==> config.mk <==
export PLATFORM = sky130hd
export DESIGN_NAME = adc_config_and_control
export DESIGN_NICKNAME = d
export VERILOG_FILES = /design/src/adc_pkg.sv /design/src/adc_config_and_control.sv
export SDC_FILE = /design/constraint.sdc
export NUM_CORES = 1
export LEC_CHECK = 0
export CAP_MARGIN = 40
export CORE_MARGIN = 10
export CORE_UTILIZATION = 40
export CTS_BUF_LIST = sky130_fd_sc_hd__clkbuf_4 sky130_fd_sc_hd__clkbuf_8 sky130_fd_sc_hd__clkbuf_16
export DETAILED_ROUTE_END_ITERATION = 16
export DONT_BUFFER_PORTS = 1
export PLACE_DENSITY_LB_ADDON = 0.08
export SYNTH_ARGS = -nofsm -noshare
export SYNTH_HDL_FRONTEND = slang
export SYNTH_SLANG_ARGS = --single-unit
==> constraint.sdc <==
create_clock -name mclk -period 3.67 [get_ports mclk]
set_clock_uncertainty 0.2 [all_clocks]
set_input_delay 0.367 -clock mclk [delete_from_list [all_inputs] [get_ports mclk]]
set_output_delay 0.367 -clock mclk [all_outputs]
set_load 0.005 [all_outputs]
==> src/adc_pkg.sv <==
// constants, field layout and states for the converter control block
// assumes an 8-bit register port and one 20 MHz bus clock
//
// Function
// - configuration bit 7 selects low-power operation
// - configuration bits 6:5 divide input clock; 00 passes it undivided
// - configuration bit 4 picks 3.5 or 23.5 conversion-clock sample; the sequencer counts 4 or 24
// - configuration bits 3:2 pick resolution; 10 means 10-bit
// - configuration bits 1:0 pick divider source; 00 is bus clock
// - trigger register bit 7 reads one while converting
// - trigger register bit 6 picks software or hardware trigger
// - bit 5 enables compare, bit 4 picks its direction
// - trigger register bits 3:0 read zero; software writes zero to 1:0
// - completion flag is set by hardware; writes cannot set it
// - channel register bit 6 enables completion interrupt request
// - channel register bit 5 selects continuous or single conversions
// - channel register bits 4:0 select the input channel
// - high byte read first; pair held until low byte read
// - compare-value pair holds the compare threshold
// - pin-control bit disables pin I/O; conversions work regardless
// - each pin-control bit governs one analog pin
// - inputs beyond references saturate to full scale or zero
// - upper-limit compare completes when result at or above value
// - failed compare leaves flag clear and results untouched
package adc_pkg;
    // -----------------------------------------------------------------
    // register offsets
    // -----------------------------------------------------------------
    localparam int ADDR_W = 4;
    localparam logic [3:0] OFS_CFG = 4'h0;
    localparam logic [3:0] OFS_SC2 = 4'h1;
    localparam logic [3:0] OFS_SC1 = 4'h2;
    localparam logic [3:0] OFS_RH  = 4'h3;
    localparam logic [3:0] OFS_RL  = 4'h4;
    localparam logic [3:0] OFS_CVH = 4'h5;
    localparam logic [3:0] OFS_CVL = 4'h6;
    localparam logic [3:0] OFS_PC1 = 4'h7;
    localparam logic [3:0] OFS_PC2 = 4'h8;
    // -----------------------------------------------------------------
    // field positions and reset values
    // -----------------------------------------------------------------
    localparam int CFG_LP   = 7;
    localparam int CFG_DIVH = 6;
    localparam int CFG_DIVL = 5;
    localparam int CFG_LSMP = 4;
    localparam int CFG_MODH = 3;
    localparam int CFG_MODL = 2;
    localparam int CFG_CLKH = 1;
    localparam int CFG_CLKL = 0;
    localparam int SC2_ACT  = 7;
    localparam int SC2_TRG  = 6;
    localparam int SC2_CFE  = 5;
    localparam int SC2_CFGT = 4;
    localparam int SC1_CONVERSION_COMPLETE_FLAG = 7;
    localparam int SC1_COMPLETION_INTERRUPT_ENABLE = 6;
    localparam int SC1_CO   = 5;
    localparam int SC1_CHH  = 4;
    localparam logic [7:0] RST_BYTE = 8'h00;
    localparam logic [4:0] RST_CHAN = 5'h1F;
    // -----------------------------------------------------------------
    // encodings and timing
    // -----------------------------------------------------------------
    localparam logic [1:0] MODE_8   = 2'b00;
    localparam logic [1:0] MODE_12  = 2'b01;
    localparam logic [1:0] MODE_10  = 2'b10;
    localparam logic [1:0] SRC_BUS  = 2'b00;
    localparam logic [1:0] SRC_BUS2 = 2'b01;
    localparam logic [1:0] SRC_ALT  = 2'b10;
    localparam logic [1:0] SRC_ASYN = 2'b11;
    localparam int SAMPLE_SHORT_X2 = 7;
    localparam int SAMPLE_LONG_X2  = 47;
    localparam logic [4:0] SMP_SHORT = 5'((SAMPLE_SHORT_X2 + 1) / 2);
    localparam logic [4:0] SMP_LONG  = 5'((SAMPLE_LONG_X2 + 1) / 2);
    localparam logic [4:0] CONV_8    = 5'd9;
    localparam logic [4:0] CONV_10   = 5'd11;
    localparam logic [4:0] CONV_12   = 5'd13;
    localparam logic [11:0] FULL_8   = 12'h0FF;
    localparam logic [11:0] FULL_10  = 12'h3FF;
    localparam logic [11:0] FULL_12  = 12'hFFF;
    typedef enum logic [1:0] {ST_IDLE, ST_SAMPLE, ST_CONVERT} state_e;
endpackage

==> src/adc_config_and_control.sv <==
// register file, clock divider and sequencer of the SAR converter
// assumes the analog core presents a settled code and reference flags
// while convertEn is high; all register traffic on mclk
`timescale 1ns/1ns
module adc_config_and_control
    import adc_pkg::*;
(
    input  wire logic        mclk,
    input  wire logic        nrst,
    input  wire logic        ce,
    input  wire logic [3:0]  addr,
    input  wire logic [7:0]  wrData,
    input  wire logic        wrStb,
    input  wire logic        rdStb,
    output logic      [7:0]  rdData,
    input  wire logic        hwTrigPin,
    input  wire logic        altClkPin,
    input  wire logic        asyncClkPin,
    input  wire logic [11:0] coreCode,
    input  wire logic        coreAboveHigh,
    input  wire logic        coreBelowLow,
    output logic             sampleEn,
    output logic             convertEn,
    output logic      [4:0]  convChannel,
    output logic             lowPowerSel,
    output logic      [1:0]  resolutionSel,
    output logic      [15:0] pinDisable,
    output logic             conversionDone,
    output logic             completionIrq
);
    // -----------------------------------------------------------------
    // state
    // -----------------------------------------------------------------
    logic [7:0]  cfg_ff;
    logic [7:0]  sc2_ff;
    logic        conversion_complete_flag_ff;
    logic        completion_interrupt_enable_ff;
    logic        cont_ff;
    logic [4:0]  chan_ff;
    logic [11:0] result_ff;
    logic [3:0]  cvh_ff;
    logic [7:0]  cvl_ff;
    logic [7:0]  pc1_ff;
    logic [7:0]  pc2_ff;
    logic        lock_ff;
    logic [7:0]  rdData_ff;
    state_e      state_ff;
    state_e      nxt_state;
    logic [4:0]  cnt_ff;
    logic [4:0]  nxt_cnt;
    logic [2:0]  divCnt_ff;
    logic        half_ff;
    logic [2:0]  trigSync_ff;
    logic [2:0]  altSync_ff;
    logic [2:0]  asynSync_ff;
    logic        sampleEn_ff;
    logic        convertEn_ff;
    logic        done_ff;
    logic        irq_ff;

    logic        srcTick;
    logic        adckTick;
    logic [2:0]  divMask;
    logic        wrSc1;
    logic        swStart;
    logic        hwStart;
    logic        startReq;
    logic        abortReq;
    logic        convLast;
    logic        doneEv;
    logic [11:0] satCode;
    logic [11:0] cmpVal;
    logic        cmpPass;
    logic        capture;
    logic [4:0]  smpTicks;

    // -----------------------------------------------------------------
    // helper functions
    // -----------------------------------------------------------------
    function automatic logic [11:0] fullScale(input logic [1:0] m);
        case (m)
            MODE_12: fullScale = FULL_12;
            MODE_10: fullScale = FULL_10;
            default: fullScale = FULL_8;
        endcase
    endfunction

    function automatic logic [4:0] convTicks(input logic [1:0] m);
        case (m)
            MODE_12: convTicks = CONV_12;
            MODE_10: convTicks = CONV_10;
            default: convTicks = CONV_8;
        endcase
    endfunction

    function automatic logic isAddr(input logic [3:0] a,
                                    input logic [3:0] o);
        isAddr = (a == o);
    endfunction

    // -----------------------------------------------------------------
    // pin synchronisers
    // -----------------------------------------------------------------
    // stage 0 feeds stage 1 only; edges come from stages 1 and 2
    always_ff @(posedge mclk) begin
        if (!nrst) begin
            trigSync_ff <= 3'h0;
            altSync_ff  <= 3'h0;
            asynSync_ff <= 3'h0;
        end else if (ce) begin
            trigSync_ff <= {trigSync_ff[1:0], hwTrigPin};
            altSync_ff  <= {altSync_ff[1:0], altClkPin};
            asynSync_ff <= {asynSync_ff[1:0], asyncClkPin};
        end
    end

    // -----------------------------------------------------------------
    // conversion clock: source select and divider
    // -----------------------------------------------------------------
    // source and divider choice
    always_comb begin
        case (cfg_ff[CFG_CLKH:CFG_CLKL])
            SRC_BUS:  srcTick = 1'b1;
            SRC_BUS2: srcTick = half_ff;
            SRC_ALT:  srcTick = altSync_ff[1] & ~altSync_ff[2];
            default:  srcTick = asynSync_ff[1] & ~asynSync_ff[2];
        endcase
        case (cfg_ff[CFG_DIVH:CFG_DIVL])
            2'b00:   divMask = 3'h0;
            2'b01:   divMask = 3'h1;
            2'b10:   divMask = 3'h3;
            default: divMask = 3'h7;
        endcase
    end

    // a count left above a new, smaller mask ticks at once and wraps
    assign adckTick = srcTick && (divCnt_ff >= divMask);

    // divider counts source ticks; a short count only resyncs phase
    always_ff @(posedge mclk) begin
        if (!nrst) begin
            divCnt_ff <= 3'h0;
            half_ff   <= 1'b0;
        end else if (ce) begin
            half_ff <= ~half_ff;
            if (srcTick) begin
                divCnt_ff <= (divCnt_ff >= divMask) ? 3'h0
                                                    : divCnt_ff + 3'h1;
            end
        end
    end

    // -----------------------------------------------------------------
    // sequencer
    // -----------------------------------------------------------------
    assign wrSc1    = wrStb && isAddr(addr, OFS_SC1);
    assign swStart  = wrSc1 && !sc2_ff[SC2_TRG];
    assign hwStart  = sc2_ff[SC2_TRG] && (state_ff == ST_IDLE)
                      && trigSync_ff[1] && !trigSync_ff[2];
    assign startReq = swStart || hwStart;
    // with hardware trigger a channel write still stops the old job
    assign abortReq = wrSc1 && sc2_ff[SC2_TRG];
    assign smpTicks = cfg_ff[CFG_LSMP] ? SMP_LONG : SMP_SHORT;
    assign convLast = (cnt_ff == convTicks(cfg_ff[CFG_MODH:CFG_MODL])
                       - 5'd1);
    assign doneEv   = adckTick && (state_ff == ST_CONVERT) && convLast
                      && !startReq && !abortReq;

    // next state
    always_comb begin
        nxt_state = state_ff;
        nxt_cnt   = cnt_ff;
        if (startReq) begin
            nxt_state = ST_SAMPLE;
            nxt_cnt   = 5'h0;
        end else if (abortReq) begin
            nxt_state = ST_IDLE;
            nxt_cnt   = 5'h0;
        end else if (adckTick) begin
            case (state_ff)
                ST_IDLE: begin
                    nxt_cnt = 5'h0;
                end
                ST_SAMPLE: begin
                    if (cnt_ff == smpTicks - 5'd1) begin
                        nxt_state = ST_CONVERT;
                        nxt_cnt   = 5'h0;
                    end else begin
                        nxt_cnt = cnt_ff + 5'd1;
                    end
                end
                ST_CONVERT: begin
                    if (convLast) begin
                        nxt_state = cont_ff ? ST_SAMPLE
                                            : ST_IDLE;
                        nxt_cnt   = 5'h0;
                    end else begin
                        nxt_cnt = cnt_ff + 5'd1;
                    end
                end
                default: begin
                    nxt_state = ST_IDLE;
                    nxt_cnt   = 5'h0;
                end
            endcase
        end
    end

    // state registers and analog core strobes
    always_ff @(posedge mclk) begin
        if (!nrst) begin
            state_ff     <= ST_IDLE;
            cnt_ff       <= 5'h0;
            sampleEn_ff  <= 1'b0;
            convertEn_ff <= 1'b0;
        end else if (ce) begin
            state_ff     <= nxt_state;
            cnt_ff       <= nxt_cnt;
            sampleEn_ff  <= (nxt_state == ST_SAMPLE);
            convertEn_ff <= (nxt_state == ST_CONVERT);
        end
    end

    // -----------------------------------------------------------------
    // result path: saturation, compare, capture
    // -----------------------------------------------------------------
    // reference flags win over the raw code
    always_comb begin
        if (coreAboveHigh) begin
            satCode = fullScale(cfg_ff[CFG_MODH:CFG_MODL]);
        end else if (coreBelowLow) begin
            satCode = 12'h000;
        end else begin
            satCode = coreCode & fullScale(cfg_ff[CFG_MODH:CFG_MODL]);
        end
    end

    assign cmpVal  = {cvh_ff, cvl_ff};
    assign cmpPass = !sc2_ff[SC2_CFE]
                     || (sc2_ff[SC2_CFGT] ? (satCode >= cmpVal)
                                          : (satCode < cmpVal));
    // a held pair or a failed compare drops the conversion
    assign capture = doneEv && cmpPass && !lock_ff;

    // result pair and high-first read lock
    always_ff @(posedge mclk) begin
        if (!nrst) begin
            result_ff <= 12'h000;
            lock_ff   <= 1'b0;
        end else if (ce) begin
            if (capture) begin
                result_ff <= sc2_ff[SC2_CFE] ? satCode - cmpVal
                                             : satCode;
            end
            if (rdStb && isAddr(addr, OFS_RH)) begin
                lock_ff <= 1'b1;
            end else if (rdStb && isAddr(addr, OFS_RL)) begin
                lock_ff <= 1'b0;
            end
        end
    end

    // completion flag: a completion in the clearing cycle survives
    always_ff @(posedge mclk) begin
        if (!nrst) begin
            conversion_complete_flag_ff <= 1'b0;
        end else if (ce) begin
            if (capture) begin
                conversion_complete_flag_ff <= 1'b1;
            end else if (wrSc1 || (rdStb && isAddr(addr, OFS_RL))) begin
                conversion_complete_flag_ff <= 1'b0;
            end
        end
    end

    // -----------------------------------------------------------------
    // register writes
    // -----------------------------------------------------------------
    // order of setup is left to software; each write takes at once
    always_ff @(posedge mclk) begin
        if (!nrst) begin
            cfg_ff  <= RST_BYTE;
            sc2_ff  <= RST_BYTE;
            completion_interrupt_enable_ff <= 1'b0;
            cont_ff <= 1'b0;
            chan_ff <= RST_CHAN;
            cvh_ff  <= 4'h0;
            cvl_ff  <= RST_BYTE;
            pc1_ff  <= RST_BYTE;
            pc2_ff  <= RST_BYTE;
        end else if (ce && wrStb) begin
            case (addr)
                OFS_CFG: cfg_ff <= wrData;
                OFS_SC2: begin
                    // activity bit is live state; low nibble is zero
                    sc2_ff <= {1'b0, wrData[SC2_TRG:SC2_CFGT],
                               4'h0};
                end
                OFS_SC1: begin
                    completion_interrupt_enable_ff <= wrData[SC1_COMPLETION_INTERRUPT_ENABLE];
                    cont_ff <= wrData[SC1_CO];
                    chan_ff <= wrData[SC1_CHH:0];
                end
                OFS_CVH: cvh_ff <= wrData[3:0];
                OFS_CVL: cvl_ff <= wrData;
                OFS_PC1: pc1_ff <= wrData;
                OFS_PC2: pc2_ff <= wrData;
                default: cvl_ff <= cvl_ff;
            endcase
        end
    end

    // -----------------------------------------------------------------
    // register reads, one cycle after the strobe
    // -----------------------------------------------------------------
    always_ff @(posedge mclk) begin
        if (!nrst) begin
            rdData_ff <= RST_BYTE;
        end else if (ce) begin
            rdData_ff <= 8'h00;
            if (rdStb) begin
                case (addr)
                    OFS_CFG: rdData_ff <= cfg_ff;
                    OFS_SC2: rdData_ff <= {state_ff != ST_IDLE,
                                           sc2_ff[6:0]};
                    OFS_SC1: rdData_ff <= {conversion_complete_flag_ff, completion_interrupt_enable_ff,
                                           cont_ff, chan_ff};
                    OFS_RH:  rdData_ff <= {4'h0, result_ff[11:8]};
                    OFS_RL:  rdData_ff <= result_ff[7:0];
                    OFS_CVH: rdData_ff <= {4'h0, cvh_ff};
                    OFS_CVL: rdData_ff <= cvl_ff;
                    OFS_PC1: rdData_ff <= pc1_ff;
                    OFS_PC2: rdData_ff <= pc2_ff;
                    default: rdData_ff <= 8'h00;
                endcase
            end
        end
    end

    // completion pulse and interrupt request level
    always_ff @(posedge mclk) begin
        if (!nrst) begin
            done_ff <= 1'b0;
            irq_ff  <= 1'b0;
        end else if (ce) begin
            done_ff <= capture;
            irq_ff  <= completion_interrupt_enable_ff && conversion_complete_flag_ff;
        end
    end

    // -----------------------------------------------------------------
    // outputs
    // -----------------------------------------------------------------
    assign rdData         = rdData_ff;
    assign sampleEn       = sampleEn_ff;
    assign convertEn      = convertEn_ff;
    assign convChannel    = chan_ff;
    assign lowPowerSel    = cfg_ff[CFG_LP];
    assign resolutionSel  = cfg_ff[CFG_MODH:CFG_MODL];
    // pin control only gates digital I/O, never the sequencer
    assign pinDisable     = {pc2_ff, pc1_ff};
    assign conversionDone = done_ff;
    assign completionIrq  = irq_ff;
endmodule

# After elaboration in Yosys (flattened, before gate mapping)
# Index checks and enable logic that the tools add are counted.
[classes] n_addsub=5 order_cmp=3 eq_ne=20 mux=31 bitwise=6 reduce_logical=46
[ops] cell="$pmux W8 S9" n=1
[ops] cell="$mux W12" n=5
[ops] cell="$mux W5" n=6
[ops] cell="$pmux W12 S2" n=1
[ops] cell="$reduce_and A2 Y1" n=12
[ops] cell="$logic_and A1 B1 Y1" n=17
[ops] cell="$eq A4 B3 Y1 const B" n=4
[ops] cell="$and A12 B12 Y12" n=1
[ops] cell="$ge A12 B12 Y1" n=1
[ops] cell="$lt A12 B12 Y1" n=1
[ops] cell="$sub A12 B12 Y12" n=1
[ops] cell="$eq A2 B1 Y1 const B" n=5
[ops] cell="$eq A2 B2 Y1 const B" n=5
[ops] cell="$eq A5 B5 Y1" n=2
[ops] cell="$mux W2" n=5
[ops] cell="$pmux W5 S2" n=1
[ops] cell="$sub A5 B1 Y5 const B" n=2
[ops] cell="$pmux W3 S3" n=1
[ops] cell="$eq A4 B2 Y1 const B" n=2
[ops] cell="$mux W8" n=1
[ops] cell="$logic_not A1 Y1" n=6
[ops] cell="$logic_not A2 Y1" n=3
[ops] cell="$mux W1" n=6
[ops] cell="$pmux W2 S3" n=1
[ops] cell="14 further kinds" n=21
[totals] regBits=92 inputBits=34 out_inout_bits=36 wordCells=135

# Longest topological paths before layout
# Gate-level depths: netlist of the first run.
[logic_depth] depth_word=14 mapped_depth=13

# Least setup slack after synthesis of the first run
# No wires, ideal clock.
[synth_timing] kind="in2reg" startpoint="in coreBelowLow" endpoint="reg result_ff[0]" arrival_time_ns=2.703 slack_ns=0.640 stages=13 path_cell_list="inv_1 -> clkbuf_1 -> a21oi_1 -> ha_1 -> inv_1 -> fa_1 -> a21oi_2 -> o211ai_2 -> a211o_1 -> a221oi_4 -> buf_6 -> mux2i_1 -> nor2_1"
[synth_between] elab_chain_cells=8 word_cells_on_any_way=11 cone_classes="add/sub (1); order compare (2); mux (4); reduce/logical (4)"
[synth_lines] element="from (decl)" line="adc_config_and_control.sv:21" source="input wire logic coreBelowLow,"
[synth_lines] element="$mux W12 (*)" line="adc_config_and_control.sv:231" source="end else if (coreBelowLow) begin"
[synth_lines] element="$mux W12 (*)" line="adc_config_and_control.sv:229" source="if (coreAboveHigh) begin"
[synth_lines] element="$lt A12 B12 Y1 / $ge A12 B12 Y1 (equally long branches)" line="adc_config_and_control.sv:241, adc_config_and_control.sv:240"
[synth_lines] element="$mux W1" line="adc_config_and_control.sv:240" source="|| (sc2_ff[SC2_CFGT] ? (satCode >= cmpVal)"
[synth_lines] element="$logic_or A1 B1 Y1" line="adc_config_and_control.sv:240"
[synth_lines] element="$logic_and A1 B1 Y1 (2 in a row)" line="adc_config_and_control.sv:243" source="assign capture = doneEv && cmpPass && !lock_ff;"
[synth_lines] element="$reduce_and A2 Y1 (no source line)"
[synth_lines] element="to (signal assigned)" line="adc_config_and_control.sv:252" source="result_ff <= sc2_ff[SC2_CFE] ? satCode - cmpVal"
[synth_lines] element="to (decl)" line="adc_config_and_control.sv:40" source="logic [11:0] result_ff;"
# Mark *: on every way between the ends. The rest lies on a longest branch, timed or not.
# A chain may end at the register's enable or synchronous reset.

# Worst setup path in the final report of the first run
[layout_timing] startpoint="reg cfg_ff[2]" endpoint="reg result_ff[10]"
[layout_between] elab_chain_cells=13 word_cells_on_any_way=23 cone_classes="add/sub (2); order compare (2); eq/ne (3); mux (8); bitwise (1); reduce/logical (7)"
[layout_lines] element="from (decl)" line="adc_config_and_control.sv:34" source="logic [7:0] cfg_ff;"
[layout_lines] element="from (signal assigned)" line="adc_config_and_control.sv:293" source="OFS_CFG: cfg_ff <= wrData;"
[layout_lines] element="$eq A2 B2 Y1 / $eq A2 B1 Y1 (equally long branches)" line="adc_config_and_control.sv:81, adc_config_and_control.sv:89"
[layout_lines] element="$pmux W12 S2" line="adc_config_and_control.sv:81" source="case (m)"
[layout_lines] element="$mux W12" line="adc_config_and_control.sv:231"
[layout_lines] element="$mux W12" line="adc_config_and_control.sv:229"
[layout_lines] element="$and A12 B12 Y12" line="adc_config_and_control.sv:234" source="satCode = coreCode & fullScale(cfg_ff[CFG_MODH:CFG_MODL]);"
[layout_lines] element="$mux W12" line="adc_config_and_control.sv:231"
[layout_lines] element="$mux W12" line="adc_config_and_control.sv:229"
[layout_lines] element="$lt A12 B12 Y1 / $ge A12 B12 Y1 (equally long branches)" line="adc_config_and_control.sv:241, adc_config_and_control.sv:240"
[layout_lines] element="$mux W1" line="adc_config_and_control.sv:240"
[layout_lines] element="$logic_or A1 B1 Y1" line="adc_config_and_control.sv:240"
[layout_lines] element="$logic_and A1 B1 Y1 (2 in a row)" line="adc_config_and_control.sv:243"
[layout_lines] element="$reduce_and A2 Y1 (no source line)"
# Parallel ways exist; a longest one is shown, timed or not. The select of a mux whose other input is x is not followed.

==> impl_metrics.yaml, run 1 <==
outcome:
  outcome: "finished clean"
layout:
  drive_above_1_share_pct: 7.962
  fin_nets: 681
  fin_cells: 804
  fill_cells: 1348
  seqCellArea_sq_um: 1842
  final_area_sq_um: 5907
  syn2layout_area_growth_pct: 11.08
  multi_input_area_sq_um: 3193
  diodes: 0
critical_path:
  start_kind: "flip-flop"
  cpPeakStageDelay_ps: 430
  cp.required_ps: 3730
  slowest_stage: "dfxtp_1"
  cpMostUsedCell: "nor2_1"
  path_class: "reg2reg"
  path_cells: "inv_1, ha_1, nor2_1, ha_1, nand4_1, nor2_1, o21ai_0, a221oi_4, buf_4, nor2_1, a311oi_2"
  crit_path_end_kind: "flip-flop"
  critical-path-top-delay-family: "adder cells"
  critical_path_buf_inv_count: 2
  arrival_ps: 3180
  worstPathMaxFanout: 21
timing:
  finalSetupViolCount: 0
  min_period_ps: 3121
  finalHoldViolations: 0
  fin_ws_ps: 549.1
  worst_pin_slew_ps: 674.9
  slew_viol_final: 0
  fmax_mhz: 320.4
  setup_tns_ps: 0
  max_slew_margin_pct: 55.01
  rsz0062_at_grt: "false"
  period_share_pct: 85.04
logic_synthesis:
  synth_edf_count: 0
  synth-simple-area-share_pct: 19.76
  synth_nets: 683
  synth-compound-area-share_pct: 19.65
  syn_area_sq_um: 5318
  ys_ff_latch: 92
  synth_xor_area_share_pct: 1.647
  netlist_instances: 625
  synth-main-ff-cell: "dfxtp_1"
  muxShareOfSynthArea_pct: 13.20
  ys_seq_area_share_pct: 34.64
  synth_top_family_by_area: "simple AND/OR/NAND/NOR gates"
  async_reset_ff_share_pct: 0
  ys_warn_count: 0
  synth_cell_type_count: 71
  synth_fa_ha_area_share_pct: 5.788
  syn_avg_cell_area_sq_um: 8.508
floorplanning:
  core_area_sq_um: 13140
  die_area_sq_um: 18310
  die_w_um: 135.3
  start_util_pct: 40.48
  io_pins: 70
  die_h_um: 135.3
  rows: 42
clock_network:
  root_buffer: "clkbuf_16"
  cts.htree.levels: 3
  cts_resized: 0
  cts_buffers: 9
  clock_sinks: 92
  clk_path_buf_depth: 2
  cts_tree: "done"
  clk_pin_slew_worst_paths_ps: 70
  clk_latency_ps: 350
drt:
  drtAntennaViolNets: 0
  dr.pass1.iters: 5
  num_vias: 4484
  via_per_inst: 5.577
  drc: 0
  post_drt_wl_per_cell_um: 19.95
  routed_wl_um: 16040
  drt_iter0_drc: 334
global_route:
  grt_usage_pct: 17.52
  grt_pass1_vias: 4445
  grt_antenna_before_repair: 0
  grt_overflow_total: 0
  grt_pass1_wl_um: 25190
  grt_max_degree: 41
placement:
  gp_congestion: 0.8906
  pre_cts_slack_ps: 359.7
  dp_cells: 773
  dp_hpwl_um: 11900
  port_buffers: 0
  dpl_cell_area_sq_um: 5435
pwr:
  ir_worst_vdd_v: 0.0003253
  p_per_area_nw_per_um2: 375.3
  p_leak_nw: 2.256
min_path:
  hp-class: "in2reg"
flow_run:
  maxCapViolations: 0
-- power breakdown --
| part | total, W | switching, W | internal (W) |
|---|---|---|---|
| clock network | 0.00100 | 0.000397 | 0.000604 |
| registers | 0.00102 | 0.00000843 | 0.00101 |
| logic | 0.000199 | 0.000120 | 0.0000793 |
-- through the flow --
step / util [%] / hold slack (ps) / total power [W]
after floorplan: - / 235.1 / 0.001188
after global placement: 41.14 / 245.9 / 0.001207
after detailed placement: 41.37 / 250.0 / 0.001211
after CTS: 44.96 / 21.31 / 0.002242
after global routing: 44.96 / 44.50 / 0.002297
final: 44.96 / 31.49 / 0.002217
-- layout by cell type (no fill, tap or decap), types with 13 or more instances in the layout --
master and count:
nand3_1 18, dlygate4sd3_1 15, ha_1 23, a21o_1 13, dfxtp_1 92, nand2_1 47, nor2_1 87, a21oi_1 44
mux2i_1 60, o21ai_0 21, inv_1 30
-- flip-flops by register name (all words and copies together), names as in the netlist, 4 cells and up --
register and count:
cvh_ff 4, pc2_ff 8, cnt_ff 5, pc1_ff 8
convChannel 5, rdData 8, result_ff 12, cfg_ff 8
cvl_ff 8
-- final cells by class --
class	instances	area share (%)
Multi-Input combinational cell	466	54.06
Sequential cell	92	31.18
Clock buffer	10	3.940
Tap cell	176	3.728
Timing Repair Buffer	22	3.559
Inverter	32	2.033
Clock inverter	6	1.504
-- path summary, 6_finish.rpt --
path | to | slack [ps] | startpoint | cells past startpoint
max | result_ff[10] | 550 | cfg_ff[2] | 11
min reg2reg | result_ff[7] | 260 | result_ff[7] | 2
min | completionIrq | 30 | ce | 2
max reg2reg | result_ff[10] | 550 | cfg_ff[2] | 11
-- kinds of logic (layout without fill, tap and decap cells) --
kind of cell | after synthesis | count (layout)
buffers and inverters | 67 | 70
AOI/OAI and AO/OA | 149 | 149
DFF | 92 | 92
and+or+nand+nor | 216 | 216
adders and majority gates | 24 | 24
xor gates and xnor gates | 10 | 10
muxes | 67 | 67
-- cell usage after synthesis (all sizes together), types with 5 or more instances --
cell type  count  area (sq um)
nand2b         6         37.54
o22ai          5         31.28
mux2           5         56.30
o21a           5         37.54
ha            23         287.8
a32oi          5         43.79
a31oi          6         37.54
clkbuf        23         86.33
a211oi         8         90.08
nand3         18         90.09
a21o          13         97.59
nor2          87         326.6
buf           12         76.32
nor2b          9         56.30
nand2         49         188.9
dfxtp         92          1842
inv           31         116.4
o21ai         23         115.1
xnor2          6         52.55
a22oi          8         60.06
mux2i         60         600.6
nor3          11         66.32
a21oi         46         237.7
-- repair_timing --
item | CTS | global route
buffers inserted | 0 | 0
endpoints found under the hold margin | 61 | 0
hold buffers | 15 | 0
-- layer usage --
metal | vias to the layer above | GRT usage (%) | share of wire (%)
li1 | 2231 | - | -
met1 | 2128 | 21.49 | 44
met2 | 108 | 29.25 | 48
met3 | 17 | 5.638 | 6.5
met4 | 0 | 3.888 | 1.0
met5 | - | 0 | 0
Note: power is estimated with default switching activity, not from simulation.
==> run 2, diff against run 1 <==
--- a/config.mk
+++ b/config.mk
@@ -5,10 +5,12 @@
 export SDC_FILE = /design/constraint.sdc
 export NUM_CORES = 1
 export LEC_CHECK = 0
+export ABC_AREA = 1
 export CAP_MARGIN = 40
 export CORE_MARGIN = 10
 export CORE_UTILIZATION = 40
 export CTS_BUF_LIST = sky130_fd_sc_hd__clkbuf_4 sky130_fd_sc_hd__clkbuf_8 sky130_fd_sc_hd__clkbuf_16
+export CTS_CLUSTER_SIZE = 12
 export DETAILED_ROUTE_END_ITERATION = 16
 export DONT_BUFFER_PORTS = 1
 export PLACE_DENSITY_LB_ADDON = 0.08
==> run 2 against run 1 <==
Compared with the run above:
- first-iteration DRC count is 3.3% lower
- synthesized area fell by 4.9%
- setup slack improved by 110 ps
- highest routed layer unchanged
==> impl_metrics.yaml, run 2 <==
logic_synthesis:
  synth-simple-area-share_pct: 24.17
  muxShareOfSynthArea_pct: 0
  synth_most_common_cell: "nand2_1"
  syn_avg_cell_area_sq_um: 6.977
  synth_top_area_share_pct: 36.41
  synth_edf_count: 0
  synth_fa_ha_area_share_pct: 6.085
  synth-compound-area-share_pct: 23.23
  synth_cell_type_count: 44
  netlist_instances: 725
  async_reset_ff_share_pct: 0
  ys_seq_area_share_pct: 36.41
  synth.area.top_cells: "dfxtp_1, nand2_1, a21oi_1"
  ys_ff_latch: 92
  synth_xor_area_share_pct: 1.212
  yosysTopAreaCell: "dfxtp_1"
  synth-main-ff-cell: "dfxtp_1"
  synth_top_family_by_area: "simple AND/OR/NAND/NOR gates"
  syn_area_sq_um: 5059
  synth_top_cells_by_count: "nand2_1, a21oi_1, dfxtp_1, inv_1, o21ai_0"
  synth_nets: 783
  ys_warn_count: 0
timing:
  rsz0062_at_grt: "false"
  max_slew_margin_pct: 56.26
  finalHoldViolations: 0
  worst_pin_slew_ps: 656.2
  setup_tns_ps: 0
  period_share_pct: 82.13
  fmax_mhz: 331.8
  finalSetupViolCount: 0
  slew_viol_final: 0
  min_period_ps: 3014
placement:
  dp_hpwl_um: 12320
  port_buffers: 0
  gp_congestion: 0.8960
  dp_cells: 874
drt:
  routed_wl_um: 16510
  dr.pass1.iters: 6
  num_vias: 4854
  drc: 0
  drtAntennaViolNets: 0
  drt_iter0_drc: 323
  via_per_inst: 5.358
  post_drt_wl_per_cell_um: 18.22
global_route:
  grt_usage_pct: 18.50
  grt_overflow_total: 0
  grt_max_degree: 56
  grt_antenna_before_repair: 0
  grt_pass1_vias: 4589
  grt_pass1_wl_um: 25770
clock_network:
  cts_tree: "done"
  cts_hold_buf: 15
  cts_setup_buffers: 0
  clk_latency_ps: 350
  cts.htree.levels: 3
  clk_path_buf_depth: 2
  cts_resized: 0
  clock_sinks: 92
  root_buffer: "clkbuf_16"
  clk_pin_slew_worst_paths_ps: 70
  cts_buffers: 9
critical_path:
  crit_path_end_kind: "flip-flop"
  worst_r2r_path_depth: 16
  cp.depth: 16
  regToRegEndpoint: "result_ff[2]"
  crit_end: "result_ff[2]"
  path_cells: "inv_1, ha_1, a21oi_1, ha_1, inv_1, o21bai_1, a21boi_1, nand3_2, nor2_2, nor2_4, nand2_2, nand2_4, inv_2, nand2_1, nand2_1, nor2_1"
  start_kind: "flip-flop"
  r2r_slack_ps: 660
  cpPeakStageDelay_ps: 420
  path_class: "reg2reg"
  worstPathMaxFanout: 15
  cp-startpoint: "cfg_ff[2]"
  critical_path_buf_inv_count: 3
  r2r-start: "cfg_ff[2]"
  slowest_stage: "dfxtp_1"
  cp.required_ps: 3700
  critical-path-top-delay-family: "simple AND/OR/NAND/NOR gates"
  arrival_ps: 3050
floorplanning:
  io_pins: 70
  start_util_pct: 40.41
  die_area_sq_um: 17540
  rows: 41
  die_h_um: 132.5
  die_w_um: 132.5
  core_area_sq_um: 12520
layout:
  syn2layout_area_growth_pct: 12.07
  largest-register: "result_ff"
  fin_nets: 786
  fill_cells: 1316
  fin_cells: 906
  drive_above_1_share_pct: 7.367
  largest_register_ffs: 12
  final_cell_mix: "nand2_1, a21oi_1, dfxtp_1"
  layout_commonest_cell: "nand2_1"
pwr:
  ir_worst_vdd_v: 0.0001951
  p_leak_nw: 2.217
  p_per_area_nw_per_um2: 404.2
min_path:
  hp-class: "in2reg"
outcome:
  outcome: "finished clean"
flow_run:
  maxCapViolations: 0
run 2: changes by cell type in the layout (fill, tap and decap cells not counted), sizes merged, moves of 7 or more:
cell,change
nand2,+100
nor3,-7
o21ai,+57
o22ai,+7
nand4,+7
a21oi,+56
a22oi,-8
nor2,-19
nor2b,-9
a21o,-12
nand3,+21
mux2i,-60
inv,+55
run 2: where the power goes:
group / total (W) / internal [W] / switching (W)
clock: 0.00105 / 0.000660 / 0.000385
combinational: 0.000221 / 0.0000738 / 0.000147
sequential: 0.00103 / 0.00101 / 0.0000109
total: 0.00229 / 0.00175 / 0.000543
run 2: per-stage QoR:
stage	utilization (%)	total power [W]	hold slack, ps	area, sq um	worst slack [ps]
2_1_floorplan	-	0.001200	229.8	5059	1006
3_3_place_gp	41.26	0.001239	247.5	5165	783.1
3_5_place_dp	41.26	0.001238	253.4	5165	721.0
4_1_cts	45.27	0.002310	9.497	5667	695.4
5_1_grt	45.27	0.002381	11.98	5667	396.1
6_report	45.29	0.002291	21.53	5669	656.0
run 2: logic make-up after synthesis:
| logic type | Yosys count |
|---|---|
| buffers and inverters | 112 |
| adders and majority gates | 24 |
| and+or+nand+nor | 277 |
| DFF | 92 |
| xor gates and xnor gates | 7 |
| AOI/OAI and AO/OA | 213 |
run 2: how the worst min path moves through the flow:
stage / start / end / slack, ps / cells after the start
3_5_place_dp: asynSync_ff[2] / asynSync_ff[2] / 250 / 2
3_3_place_gp: asynSync_ff[2] / asynSync_ff[2] / 250 / 2
5_1_grt: wrData[5] / pc2_ff[5] / 10 / 2
2_1_floorplan: result_ff[3] / result_ff[3] / 230 / 2
4_1_cts: wrData[1] / cfg_ff[1] / 9 / 2
6_report: wrData[1] / cfg_ff[1] / 20 / 2
run 2: routing by layer:
metal	track usage, %	part of all wire (%)	up-vias
met5	0	0	-
met2	28.81	44	145
met4	6.112	2.0	0
li1	-	-	2437
met1	23.70	46	2250
met3	5.791	7.9	22
run 2: cell type report:
class                           count  area [sq um]  share of cell area (%)
Multi-Input combinational cell    521          2766                   48.80
Clock inverter                      3         67.56                   1.192
Antenna cell                        1         2.502                 0.04414
Sequential cell                    92          1842                   32.49
Timing Repair Buffer               17         175.2                   3.090
Clock buffer                       13         274.0                   4.833
Tap cell                          172         215.2                   3.796
Inverter                           87         326.6                   5.760
